File: src/verilog/lp_clock_pkg.sv
// Shared constants for the processor clock-stop link
package lp_clock_pkg;
  localparam int          ADDR_W          = 24;
  localparam int          DATA_W          = 16;
  localparam int          FC_W            = 3;
  localparam int          IPL_W           = 3;
  localparam int          CNT_W           = 3;
  localparam logic [23:0] LP_ADDRESS      = 24'hFFF000;
  localparam logic [2:0]  FC_SUPER_DATA   = 3'h5;
  localparam logic [2:0]  FC_SUPER_PROG   = 3'h6;
  localparam logic [2:0]  FC_USER_DATA    = 3'h1;
  localparam logic [2:0]  CYCLES_16BIT    = 3'h3;
  localparam logic [2:0]  CYCLES_8BIT     = 3'h4;
  localparam logic [1:0]  IMM_FETCH_16BIT = 2'h1;
  localparam logic [1:0]  IMM_FETCH_8BIT  = 2'h2;
  localparam logic [15:0] STATUS_RESET    = 16'h2700;
  localparam int          STATUS_SUPER    = 13;
  localparam int          STATUS_MASK_LO  = 8;
  localparam int          STATUS_MASK_HI  = 10;
  localparam logic [15:0] LP_WRITE_DATA   = 16'h0000;
endpackage

File: src/verilog/lp_clock_if.sv
// Bus and clock link between processor and clock-stop logic
`timescale 1ns/1ps
interface lp_clock_if;
  import lp_clock_pkg::*;
  logic [ADDR_W-1:0] cpu_address_lines;
  logic [DATA_W-1:0] cpu_data_lines;
  logic [FC_W-1:0]   cycle_function_code;
  logic              read_write;
  logic              addr_strobe;
  logic              bus_drive_en;
  logic              byte_mode;
  logic              bus_grant;
  logic              bus_request_in;
  logic [IPL_W-1:0]  interrupt_level_in;
  logic              cpu_clk_en;

  modport cpu (
    output cpu_address_lines, cpu_data_lines, cycle_function_code, read_write,
    output addr_strobe, bus_drive_en, byte_mode, bus_grant,
    input  bus_request_in, interrupt_level_in, cpu_clk_en
  );
  modport ctl (
    input  cpu_address_lines, cpu_data_lines, cycle_function_code, read_write,
    input  addr_strobe, bus_drive_en, byte_mode, bus_grant,
    output bus_request_in, interrupt_level_in, cpu_clk_en
  );
endinterface

File: src/verilog/bus_cycle_counter.sv
// Counts qualified bus cycles from a start strobe up to a target
`timescale 1ns/1ps
module bus_cycle_counter #(
  parameter int W = 3
) (
  input  wire logic         core_clk,
  input  wire logic         nrst,
  input  wire logic         clear,
  input  wire logic         start,
  input  wire logic         strobe,
  input  wire logic [W-1:0] target,
  output logic      [W-1:0] count,
  output logic              done
);
  logic [W-1:0] count_reg;
  logic         done_reg;
  logic         active_reg;
  logic [W-1:0] count_next;

  // Start counts as the first cycle; later strobes only while active
  assign count_next = start ? W'(1) : count_reg + W'(1);

  // Reset and clear both drop back to zero
  always_ff @(posedge core_clk)
  begin
    if (!nrst || clear)
    begin
      count_reg  <= '0;
      active_reg <= 1'b0;
      done_reg   <= 1'b0;
    end
    else if (start || (active_reg && strobe))
    begin
      count_reg  <= count_next;
      active_reg <= (count_next != target);
      done_reg   <= (count_next == target);
    end
  end

  assign count = count_reg;
  assign done  = done_reg;
endmodule // bus_cycle_counter

File: src/verilog/lp_clock_ctl.sv
// External clock-stop and restart logic watching the processor bus
//
// Overview of operation
// - Low power entered only from supervisor mode
// - Hit on address, write, supervisor data code
// - Trigger address any 24-bit location
// - Count cycles, gate clock after immediate fetch
// - Byte mode adds one immediate fetch cycle
// - Clock gating never makes runt pulses
// - Optional bus handover during status fetch
// - Stay stopped until expected interrupt level
// - Wake needs stable system clock first
// - Restart enables clock at next edge
// - Never restart before clock is stable
// - Negate bus request before resuming execution
// - Processor state held while clock stopped
// - Static byte or word data width
// - Arbitration by request and grant only
// - Trap routine writes byte to trigger address
// - Stop operand loads status word, mask
//
// Limitations: the processor clock enable is a registered level, and the
// clock cell must latch it while the clock is low so that no phase is cut.
// Interrupt lines and the stable flag are pins; both pass two flip-flops.
// A trigger write seen outside the running state is ignored, so a stray
// write during the count cannot start a second sequence.
`timescale 1ns/1ps
module lp_clock_ctl
  import lp_clock_pkg::*;
#(
  parameter logic [23:0] TRIGGER_ADDRESS = LP_ADDRESS
) (
  input  wire logic             core_clk,
  input  wire logic             nrst,
  lp_clock_if.ctl               link,
  input  wire logic [IPL_W-1:0] irq_level,
  input  wire logic [IPL_W-1:0] wake_level,
  input  wire logic             clock_stable,
  input  wire logic             tristate_en,
  output logic                  cpu_stopped,
  output logic                  wake_done
);
  import lp_clock_pkg::*;

  typedef enum logic [2:0] {RUN, COUNTING, STOPPED, WAKING, RESUMING} ctl_state_t;

  // Clock held off, either waiting for the level or for a stable clock;
  // the status output reports both so software sees one stopped span
  function automatic logic is_parked(input ctl_state_t s);
    return (s == STOPPED) || (s == WAKING);
  endfunction

  ctl_state_t       state_reg, state_next;
  logic             clk_en_reg;
  logic             bus_req_reg;
  logic [IPL_W-1:0] ipl_reg;
  logic             stopped_reg;
  logic             wake_done_reg;
  logic             stable_meta_reg;
  logic             stable_sync_reg;
  logic [CNT_W-1:0] cycle_count;
  logic             count_done;
  logic [CNT_W-1:0] cycle_target;
  logic             lp_hit;
  logic             last_fetch;
  logic             level_seen;
  logic [IPL_W-1:0] ipl_meta_reg;
  logic             stop_go;
  logic             restart_go;
  logic             counter_clear;

  // Match qualified by strobe so each cycle counts once
  assign lp_hit = link.addr_strobe && !link.read_write
                  && (link.cpu_address_lines == TRIGGER_ADDRESS)
                  && (link.cycle_function_code == FC_SUPER_DATA)
                  && (state_reg == RUN);
  // Byte mode needs one more stage for the immediate
  assign cycle_target = link.byte_mode ? CYCLES_8BIT : CYCLES_16BIT;
  assign last_fetch   = (state_reg == COUNTING) && link.addr_strobe
                        && (cycle_count == cycle_target - CNT_W'(1));
  assign level_seen   = (ipl_reg == wake_level);

  // Stop once the final counted strobe is registered as done; restart only once stable
  assign stop_go       = (state_reg == COUNTING) && count_done;
  assign restart_go    = (state_reg == WAKING) && stable_sync_reg;
  // Count starts again from zero once the processor has stopped
  assign counter_clear = (state_reg == STOPPED);

  // Trigger write is the first counted cycle, then the opcode fetch, then
  // one immediate fetch or two in byte mode; later strobes are ignored
  // because the counter drops out of its active state at the target
  bus_cycle_counter #(
    .W (CNT_W)
  ) i_bus_cycle_counter (
    .core_clk (core_clk),
    .nrst     (nrst),
    .clear    (counter_clear),
    .start    (lp_hit),
    .strobe   (link.addr_strobe),
    .target   (cycle_target),
    .count    (cycle_count),
    .done     (count_done)
  );

  // Sequencer; wake only on the expected level, restart only when stable
  always_comb
  begin
    state_next = state_reg;
    unique case (state_reg)
      RUN:      if (lp_hit) state_next = COUNTING;
      COUNTING: if (count_done) state_next = STOPPED;
      STOPPED:  if (level_seen) state_next = WAKING;
      WAKING:   if (stable_sync_reg) state_next = RESUMING;
      RESUMING: state_next = RUN;
    endcase
  end

  // Stable flag is a pin, so it is resynchronised before use; a wake
  // that races the oscillator start is then delayed, never cut short
  always_ff @(posedge core_clk)
  begin
    if (!nrst)
    begin
      stable_meta_reg <= 1'b0;
      stable_sync_reg <= 1'b0;
    end
    else
    begin
      stable_meta_reg <= clock_stable;
      stable_sync_reg <= stable_meta_reg;
    end
  end

  // Interrupt lines are pins too; levels are held long enough that a
  // skew between bits only delays the match by a cycle
  always_ff @(posedge core_clk)
  begin
    if (!nrst)
    begin
      ipl_meta_reg <= '0;
      ipl_reg      <= '0;
    end
    else
    begin
      ipl_meta_reg <= irq_level;
      ipl_reg      <= ipl_meta_reg;
    end
  end

  // State register
  always_ff @(posedge core_clk)
  begin
    if (!nrst)
      state_reg <= RUN;
    else
      state_reg <= state_next;
  end

  // Enable is a clean registered level; the cell gate must latch it on low clock
  always_ff @(posedge core_clk)
  begin
    if (!nrst)
      clk_en_reg <= 1'b1;
    else if (stop_go)
      clk_en_reg <= 1'b0;
    else if (restart_go)
      clk_en_reg <= 1'b1;
  end

  // Bus handover requested on the last fetch, so the grant lands once the
  // status word has been fetched, at the edge that stops the clock; it must fall again before
  // the processor may resume, or it would stay parked off the bus
  always_ff @(posedge core_clk)
  begin
    if (!nrst)
      bus_req_reg <= 1'b0;
    else if (last_fetch && tristate_en)
      bus_req_reg <= 1'b1;
    else if (state_reg == RESUMING)
      bus_req_reg <= 1'b0;
  end

  // Stopped status spans the wait for the level and for a stable clock
  always_ff @(posedge core_clk)
  begin
    if (!nrst)
      stopped_reg <= 1'b0;
    else
      stopped_reg <= is_parked(state_next);
  end

  // One-cycle pulse as the processor is let go
  always_ff @(posedge core_clk)
  begin
    if (!nrst)
      wake_done_reg <= 1'b0;
    else
      wake_done_reg <= (state_reg == RESUMING);
  end

  // Every output comes straight from its register, so the far end never
  // sees a decode glitch on the clock enable or the bus request
  assign link.cpu_clk_en         = clk_en_reg;
  assign link.bus_request_in     = bus_req_reg;
  assign link.interrupt_level_in = ipl_reg;
  assign cpu_stopped             = stopped_reg;
  assign wake_done               = wake_done_reg;
endmodule // lp_clock_ctl

File: src/flat_wrapper.sv
// flat-port wrapper written by rule: the top's interface ports become plain ports
module lp_clock_ctl_flat import lp_clock_pkg::*;
#(
  parameter logic [23:0] TRIGGER_ADDRESS = LP_ADDRESS
)
  (core_clk, nrst, irq_level, wake_level, clock_stable, tristate_en, cpu_stopped, wake_done, link_cpu_address_lines, link_cpu_data_lines, link_cycle_function_code, link_read_write, link_addr_strobe, link_bus_drive_en, link_byte_mode, link_bus_grant, link_bus_request_in, link_interrupt_level_in, link_cpu_clk_en);
  lp_clock_if link_i ();
  input  wire logic core_clk;
  input  wire logic nrst;
  input  wire logic [IPL_W-1:0] irq_level;
  input  wire logic [IPL_W-1:0] wake_level;
  input  wire logic clock_stable;
  input  wire logic tristate_en;
  output logic cpu_stopped;
  output logic wake_done;
  input wire logic [$bits(link_i.cpu_address_lines)-1:0] link_cpu_address_lines;
  input wire logic [$bits(link_i.cpu_data_lines)-1:0] link_cpu_data_lines;
  input wire logic [$bits(link_i.cycle_function_code)-1:0] link_cycle_function_code;
  input wire logic [$bits(link_i.read_write)-1:0] link_read_write;
  input wire logic [$bits(link_i.addr_strobe)-1:0] link_addr_strobe;
  input wire logic [$bits(link_i.bus_drive_en)-1:0] link_bus_drive_en;
  input wire logic [$bits(link_i.byte_mode)-1:0] link_byte_mode;
  input wire logic [$bits(link_i.bus_grant)-1:0] link_bus_grant;
  output wire logic [$bits(link_i.bus_request_in)-1:0] link_bus_request_in;
  output wire logic [$bits(link_i.interrupt_level_in)-1:0] link_interrupt_level_in;
  output wire logic [$bits(link_i.cpu_clk_en)-1:0] link_cpu_clk_en;
  assign link_i.cpu_address_lines = link_cpu_address_lines;
  assign link_i.cpu_data_lines = link_cpu_data_lines;
  assign link_i.cycle_function_code = link_cycle_function_code;
  assign link_i.read_write = link_read_write;
  assign link_i.addr_strobe = link_addr_strobe;
  assign link_i.bus_drive_en = link_bus_drive_en;
  assign link_i.byte_mode = link_byte_mode;
  assign link_i.bus_grant = link_bus_grant;
  assign link_bus_request_in = link_i.bus_request_in;
  assign link_interrupt_level_in = link_i.interrupt_level_in;
  assign link_cpu_clk_en = link_i.cpu_clk_en;
  lp_clock_ctl #(.TRIGGER_ADDRESS(TRIGGER_ADDRESS)) u_core (.core_clk(core_clk), .nrst(nrst), .link(link_i), .irq_level(irq_level), .wake_level(wake_level), .clock_stable(clock_stable), .tristate_en(tristate_en), .cpu_stopped(cpu_stopped), .wake_done(wake_done));
endmodule
File: config.mk
export PLATFORM = sky130hd
export DESIGN_NAME = lp_clock_ctl_flat
export DESIGN_NICKNAME = d
export VERILOG_FILES = /design/src/verilog/lp_clock_pkg.sv /design/src/verilog/lp_clock_if.sv /design/src/verilog/bus_cycle_counter.sv /design/src/verilog/lp_clock_ctl.sv /design/src/flat_wrapper.sv
export SDC_FILE = /design/constraint.sdc
export NUM_CORES = 1
export LEC_CHECK = 0
export BUFFER_PORTS_ARGS = -buffer_cell sky130_fd_sc_hd__buf_2
export CORE_ASPECT_RATIO = 1.2
export CORE_MARGIN = 2
export CORE_UTILIZATION = 42
export CTS_CLUSTER_SIZE = 20
export DETAILED_ROUTE_END_ITERATION = 10
export GPL_ROUTABILITY_DRIVEN = 0
export PLACE_DENSITY = 0.82
export SETUP_SLACK_MARGIN = 0.05
export SYNTH_ARGS = -nofsm -noshare
export SYNTH_HDL_FRONTEND = slang
export SYNTH_SLANG_ARGS = --single-unit
File: constraint.sdc
create_clock -name core_clk -period 3.6 [get_ports core_clk]
set_input_delay 0.72 -clock core_clk [delete_from_list [all_inputs] [get_ports core_clk]]
set_output_delay 0.72 -clock core_clk [all_outputs]
set_load 0.01 [all_outputs]
==> metrics.txt, run 1 <==
Post-Place Cell Area=roughly 1200 sq um; wire per inst=about 12 um; switching share of power=0.208; via count of the first global-routing pass=817; root buf cell=clkbuf_4; Syn. warnings=0; post-DP HPWL=around 1.7 mm; detail-routed via count per cell=about 5.1; Worst-Skew Late Latency=0.30 ns; syn_nets=roughly 150; Worst path max stage delay=roughly 0.48 ns; initial standard-cell utilization of the core=0.445; proportion of register bits with asynchronous set or reset after synthesis=0; cell taking the most area after synthesis=dfxtp_1; register bit count reported by yosys=20; Die Y=roughly 55 um; total clock buffers created by CTS=3; count of different cell masters after synthesis=36; peak fanout along the critical path=6; most numerous cell in the Yosys netlist=dfxtp_1; hold-fix buffers at CTS=0; post_cts resized=0; power density cells=~320 nW/um^2; number of buffers inserted by port buffering=46; number of sinks driven by the clock tree=20; Final Hold Fails=0; outcome=completed; worst slack after detailed placement=1.53 ns; number of standard cells after synthesis=93; Req. time, crit path=just under 4 ns; fraction of the cycle the final worst path needs=0.482; peak supply drop=0.000316 V; number of levels in the clock H-tree=1; remaining number of nets flagged by the antenna check after routing=0; antenna violations before repair=0; setup clock skew after layout=approximately 0.0014 ns; Total Neg Setup Slack=0 ns; detailed router's first-iteration violation count=12; total of fill cells in the finished design=roughly 200; CTS tree=done; top-area cell type share of the netlist area=0.439; Core Rows=18; Finished Core Util=0.587; number of enable-type register cells in the synthesized netlist=0; core box area=just over 2000 sq um; gr ovfl total=0; setup ws final=around 1.9 ns; chain of cells forming the critical path=buf_2, nor4_1, nand4_1, nor4_4, o311a_1; Crit Reg-Reg Startpoint=u_core.i_bus_cycle_counter.count[0]; Global Route Usage Sum=0.181; Post-CTS Setup Repair Bufs=0; Setup violations, final=0; wire length of the first global-routing pass=3.26 mm; P_int=~0.31 mW; relative contribution of combinational cells to total power=0.089; number of cells in the finished layout apart from fillers=170; number of cells after detailed placement=between 150 and 200; class of the tightest hold or removal check=register to register; area growth from synthesis to layout=32.0%; element type at the critical path end=register; worst min-delay path startpoint=u_core.stable_meta_reg; most area-consuming cells after synthesis=dfxtp_1 44%, and2_1 6.2%, xor2_1 5.8%; width of the chip=around 47 um; Worst R2R Path Depth=5; Max-cap violations=0; clock power share=0.328; buffer depth of the longest clock path=2; Cells on Worst Hold Path=1; DR vias=around 870; Net Switching=roughly 0.081 mW; total power consumption of the routed design=0.390 mW; final design area excluding fillers=about 1200 sq um; Leakage Power=0.597 nW; Syn Area/Cell=~9.8 sq um; reg-to-reg critical path endpoint=u_core.i_bus_cycle_counter.active_reg; top flip-flop cell by instance count after synthesis=dfxtp_1; minimum clock period after layout=between 1.5 and 2 ns; aggregate routed wire length=slightly above 2 mm; Peak Freq=just under 0.6 GHz; R2R Setup Slk=1.87 ns; setup repair after global routing missed its margin=no; Hold Slack=about 0.45 ns; top post-synthesis cells by count=20 x dfxtp_1, 9 x and2_1, 6 x nand2_1, 6 x xor2_1, 5 x a21oi_1; portion of total power attributed to sequential cells=0.583; final max-slew violation count=0; count of pins on the block boundary=65; maximum number of pins on one net before global-route repair=17; Initial DRT Pass Iterations=4; Slew HR=0.723; Worst Tran Pin Value=just over 0.4 ns; share of layout cells above drive strength 1=0.379; DRC violations left=0; Clock Pin Slew Worst Setup and Hold Paths=0.11 ns; capture endpoint of the worst hold path=u_core.stable_sync_reg; total die area=about 2600 sq um; slowest CP cell=nor4_4; sequential fraction of the synthesis area=0.439; CP Class=primary input to register; mapped cell area=just over 900 sq um; arrival time reported for the critical path endpoint=just under 2 ns; number of antenna diodes=0; final layout net count=200; crit path launch type=primary input
-- layer usage --
| metal | track usage | routed length, um | vias to the layer above |
|---|---|---|---|
| met2 | 0.338 | 979 | 50 |
| met1 | 0.186 | 810 | 379 |
| li1 | - | - | 431 |
| met3 | 0.0390 | 232 | 6 |
| met4 | 0.0857 | 41 | 0 |
| met5 | 0 | 0 | - |
-- power groups by stage --
stage	clock (mW)	combinational (mW)	sequential [mW]
after global placement	0	0.0343	0.232
final	0.128	0.0349	0.227
after CTS	0.128	0.0354	0.227
after detailed placement	0	0.0353	0.232
after global routing	0.140	0.0390	0.228
after floorplan	0	0.00979	0.232
-- cells by family after synthesis --
| kind of cell | Yosys count | share of synthesized area |
|---|---|---|
| compound gates | 14 | 0.112 |
| simple gates | 45 | 0.322 |
| flops | 20 | 0.439 |
| mux | 2 | 0.0219 |
| fa+ha+maj | 1 | 0.0137 |
| buf+inv | 3 | 0.0137 |
| xor+xnor | 8 | 0.0768 |
-- layout make-up --
class / count / area [sq um] / share of cell area
multi-input combinational: 70 / 499 / 0.415
clock buffer: 4 / 36.3 / 0.0301
timing repair buffer: 46 / 230 / 0.191
tap: 30 / 37.5 / 0.0312
sequential: 20 / 400 / 0.333
-- cells in the final DEF (no fill, tap or decap), types with 2 or more instances in the layout --
cell / count
nor3_1: 2
and2_1: 9
nor4_1: 3
xnor2_1: 2
dfxtp_1: 20
buf_2: 46
a21oi_1: 5
nor2b_1: 4
clkbuf_4: 3
o21ba_1: 2
nand2_1: 6
xor2_1: 6
nor2_1: 4
and4_1: 2
mux2i_1: 2
nand4_1: 2
nand3_1: 2
-- critical path, delay by kind of cell --
kind,cells,cell delay [ns]
AO/OA/AOI/OAI,1,0.22
AND/OR/NAND/NOR,3,0.94
buffers and inverters,1,0.10
-- how the worst max path moves through the flow --
stage / from / to / slack, ns / cells after the start
3_5_place_dp: link_cpu_address_lines[1] / u_core.state_reg[0] / 1.53 / 5
2_1_floorplan: link_cpu_address_lines[7] / u_core.state_reg[0] / 1.79 / 3
3_3_place_gp: link_cpu_address_lines[1] / u_core.state_reg[0] / 1.55 / 5
5_1_grt: link_cpu_address_lines[1] / u_core.state_reg[0] / 1.80 / 5
4_1_cts: link_cpu_address_lines[1] / u_core.state_reg[0] / 1.84 / 5
6_report: link_cpu_address_lines[1] / u_core.state_reg[0] / 1.87 / 5
(Power assumes the default switching activity.)
==> inputs of run 2 (changes only) <==
ABC_AREA = 1   (was default)
CORE_UTILIZATION = 43   (was 42)
PLACE_DENSITY = 0.79   (was 0.82)
clock period = 1.8 ns   (was 3.6 ns; I/O delays follow)
==> metrics.txt, run 2 <==
outcome=completed; Slew HR=0.762 (+0.0390); DR vias=1177 (+36%); Crit Reg-Reg Startpoint=u_core.i_bus_cycle_counter.count[0]; CP Class=register to register; Worst path max stage delay=0.38 ns (-0.10 ns); sequential fraction of the synthesis area=0.362 (-0.0774); highest-count cells in the layout ignoring fill and taps=57 x nand2_1, 46 x buf_2, 40 x inv_1, 26 x nor2_1, 20 x dfxtp_1; number of standard cells after synthesis=185 (+99%); core box area=2500 sq um (+22%); Crit. Startpoint=u_core.i_bus_cycle_counter.count[0]; Post-Place Cell Area=1380 sq um (+18%); Syn. warnings=0 (unchanged); detailed router's first-iteration violation count=12 (unchanged); remaining number of nets flagged by the antenna check after routing=0 (unchanged); Worst R2R Path Depth=8 (+3); cell taking the most area after synthesis=dfxtp_1; worst slack after detailed placement=0.516 ns (-1.01 ns); setup ws final=0.500 ns (-1.37 ns); Max-cap violations=0 (unchanged); wire length of the first global-routing pass=3.77 mm (+16%); class of the tightest hold or removal check=primary input to register; power density cells=639 nW/um^2 (+97%); fraction of the cycle the final worst path needs=0.722; mapped cell area=1110 sq um (+21%); Total Neg Setup Slack=0 ns (unchanged); Die Y=59.6 um (+8.2%); final design area excluding fillers=1430 sq um (+19%); peak fanout along the critical path=5 (-1); capturing instance or port of the critical path=u_core.i_bus_cycle_counter.active_reg; post_cts resized=0 (unchanged); category of cells accounting for the largest share of critical-path delay=simple AND/OR/NAND/NOR gates; peak supply drop=0.000384 V (+21%); total of fill cells in the finished design=261 (+32%); reg-to-reg critical path endpoint=u_core.i_bus_cycle_counter.active_reg; aggregate routed wire length=2.16 mm (+4.5%); total clock buffers created by CTS=3 (unchanged); number of antenna diodes=0 (unchanged); setup repair after global routing missed its margin=no; initial standard-cell utilization of the core=0.442 (-0.00255); most area-consuming cells after synthesis=dfxtp_1 36%, nand2_1 19%, inv_1 14%; buffer depth of the longest clock path=2 (unchanged); top-area cell type share of the netlist area=0.362 (-0.0774); Cells on Worst Hold Path=3 (+2); total die area=3000 sq um (+17%); gr ovfl total=0 (unchanged); Req. time, crit path=2.00 ns (-1.85 ns); Leakage Power=0.820 nW (+37%); most numerous cell in the Yosys netlist=nand2_1; R2R Setup Slk=0.50 ns (-1.37 ns); root buf cell=clkbuf_4; Syn Area/Cell=5.99 sq um (-39%); area growth from synthesis to layout=28.9%; slowest CP cell=dfxtp_1; arrival time reported for the critical path endpoint=1.50 ns (-0.48 ns); minimum clock period after layout=between 1 and 1.5 ns; final layout net count=294 (+47%); total area of multi-input combinational cells=546 sq um (+9.3%); Core Rows=20 (+2); number of cells on the critical path=8 (+3); maximum number of pins on one net before global-route repair=13 (-4); post-DP HPWL=1.82 mm (+9.9%); top flip-flop cell by instance count after synthesis=dfxtp_1; Post-CTS Setup Repair Bufs=0 (unchanged); register bit count reported by yosys=20 (unchanged); number of levels in the clock H-tree=1 (unchanged); count of different cell masters after synthesis=21 (-42%); Clock Pin Slew Worst Setup and Hold Paths=0.11 ns (about the same); final max-slew violation count=0 (unchanged); Global Route Usage Sum=0.163 (-0.0176); count of pins on the block boundary=65 (unchanged); share of layout cells above drive strength 1=0.244 (-0.135); chain of cells forming the critical path=ha_1, inv_1, nor3_1, nand2_1, nand3_1, nand2_1, nor2_1, nor2_1; CTS tree=done; number of sinks driven by the clock tree=20 (unchanged); Final Hold Fails=0 (unchanged); Peak Freq=0.769 GHz; Setup violations, final=0 (unchanged); hold-fix buffers at CTS=0 (unchanged); syn_nets=244 (+61%); area occupied by registers=400 sq um (unchanged); setup clock skew after layout=0.00251 ns (+0.00111 ns); number of buffers inserted by port buffering=46 (unchanged); via count of the first global-routing pass=1042 (+28%); DRC violations left=0 (unchanged); leading cell type in the layout, fill and taps excluded=nand2_1; element type at the critical path end=register; Hold Slack=0.232 ns (-0.216 ns); Initial DRT Pass Iterations=4 (unchanged); proportion of register bits with asynchronous set or reset after synthesis=0 (unchanged); wire per inst=8.07 um (-33%); number of enable-type register cells in the synthesized netlist=0 (unchanged); combined buffer and inverter count along the critical path=1 (unchanged); top post-synthesis cells by count=57 x nand2_1, 40 x inv_1, 26 x nor2_1; crit path launch type=register; Worst Tran Pin Value=0.354 ns (-0.0581 ns); Worst-Skew Late Latency=0.30 ns (about the same); detail-routed via count per cell=4.41 (-13%); antenna violations before repair=0 (unchanged); Finished Core Util=0.571 (-0.0168); width of the chip=50.3 um (+8.1%)
==> run 2: cell count changes after synthesis, sizes merged, moves of 4 or more <==
cell / before / now
nor2b: 4 / 0
nor4: 4 / 0
inv: 0 / 42
nor3: 2 / 6
nor2: 4 / 28
nand3: 2 / 10
and2: 9 / 0
nand2: 6 / 58
o21ai: 1 / 6
xor2: 6 / 1
==> run 2: how the worst min path moves through the flow <==
stage | slack (ns) | endpoint | startpoint
2_1_floorplan | 0.39 | u_core.link.interrupt_level_in[0] | u_core.ipl_meta_reg[0]
3_3_place_gp | 0.39 | u_core.link.interrupt_level_in[2] | u_core.ipl_meta_reg[2]
3_5_place_dp | 0.40 | u_core.link.interrupt_level_in[2] | u_core.ipl_meta_reg[2]
4_1_cts | 0.22 | u_core.stable_meta_reg | clock_stable
5_1_grt | 0.21 | u_core.ipl_meta_reg[2] | irq_level[2]
6_report | 0.23 | u_core.ipl_meta_reg[2] | irq_level[2]
==> run 2: final cells by class <==
cell class              instances  area share
clock inverters                 1      0.0210
flip-flops and latches         20       0.280
well taps                      33      0.0289
multi-input cells             122       0.382
clock buffers                   3      0.0158
repair buffers                 46       0.161
inverters                      42       0.110
==> run 2: where the power goes <==
group | internal (mW) | switching (mW)
Sequential | 0.451 | 0.00309
Combinational | 0.0481 | 0.0490
Clock | 0.225 | 0.136
Total | 0.724 | 0.188
==> run 2: tightest hold or removal path, cell delays in order <==
cell     delay (ns)
buf_2          0.07
nand2_1        0.04
inv_1          0.04
==> run 2: cell families (layout without fill, tap and decap cells) <==
logic type                 after synthesis  count (layout)  synth area share
xor gates and xnor gates                 2               2            0.0158
and+or+nand+nor                        107             107             0.410
buffers and inverters                   43              92             0.146
DFF                                     20              20             0.362
AOI/OAI and AO/OA                       12              12            0.0554
adders and majority gates                1               1            0.0113
==> run 2: per-layer routing <==
layer  up-vias  track usage  wire length [um]
met2        30        0.303              1120
li1        654            -                 -
met1       493        0.176               936
met3         0       0.0379                98
met4         0       0.0695                 0
met5         -            0                 0
==> run 2: stage by stage <==
stage | power [mW] | cells
after detailed placement | 0.563 | 263
after global routing | 0.958 | 267
after CTS | 0.920 | 267
final | 0.912 | 267
after floorplan | 0.504 | 185
after global placement | 0.560 | 263
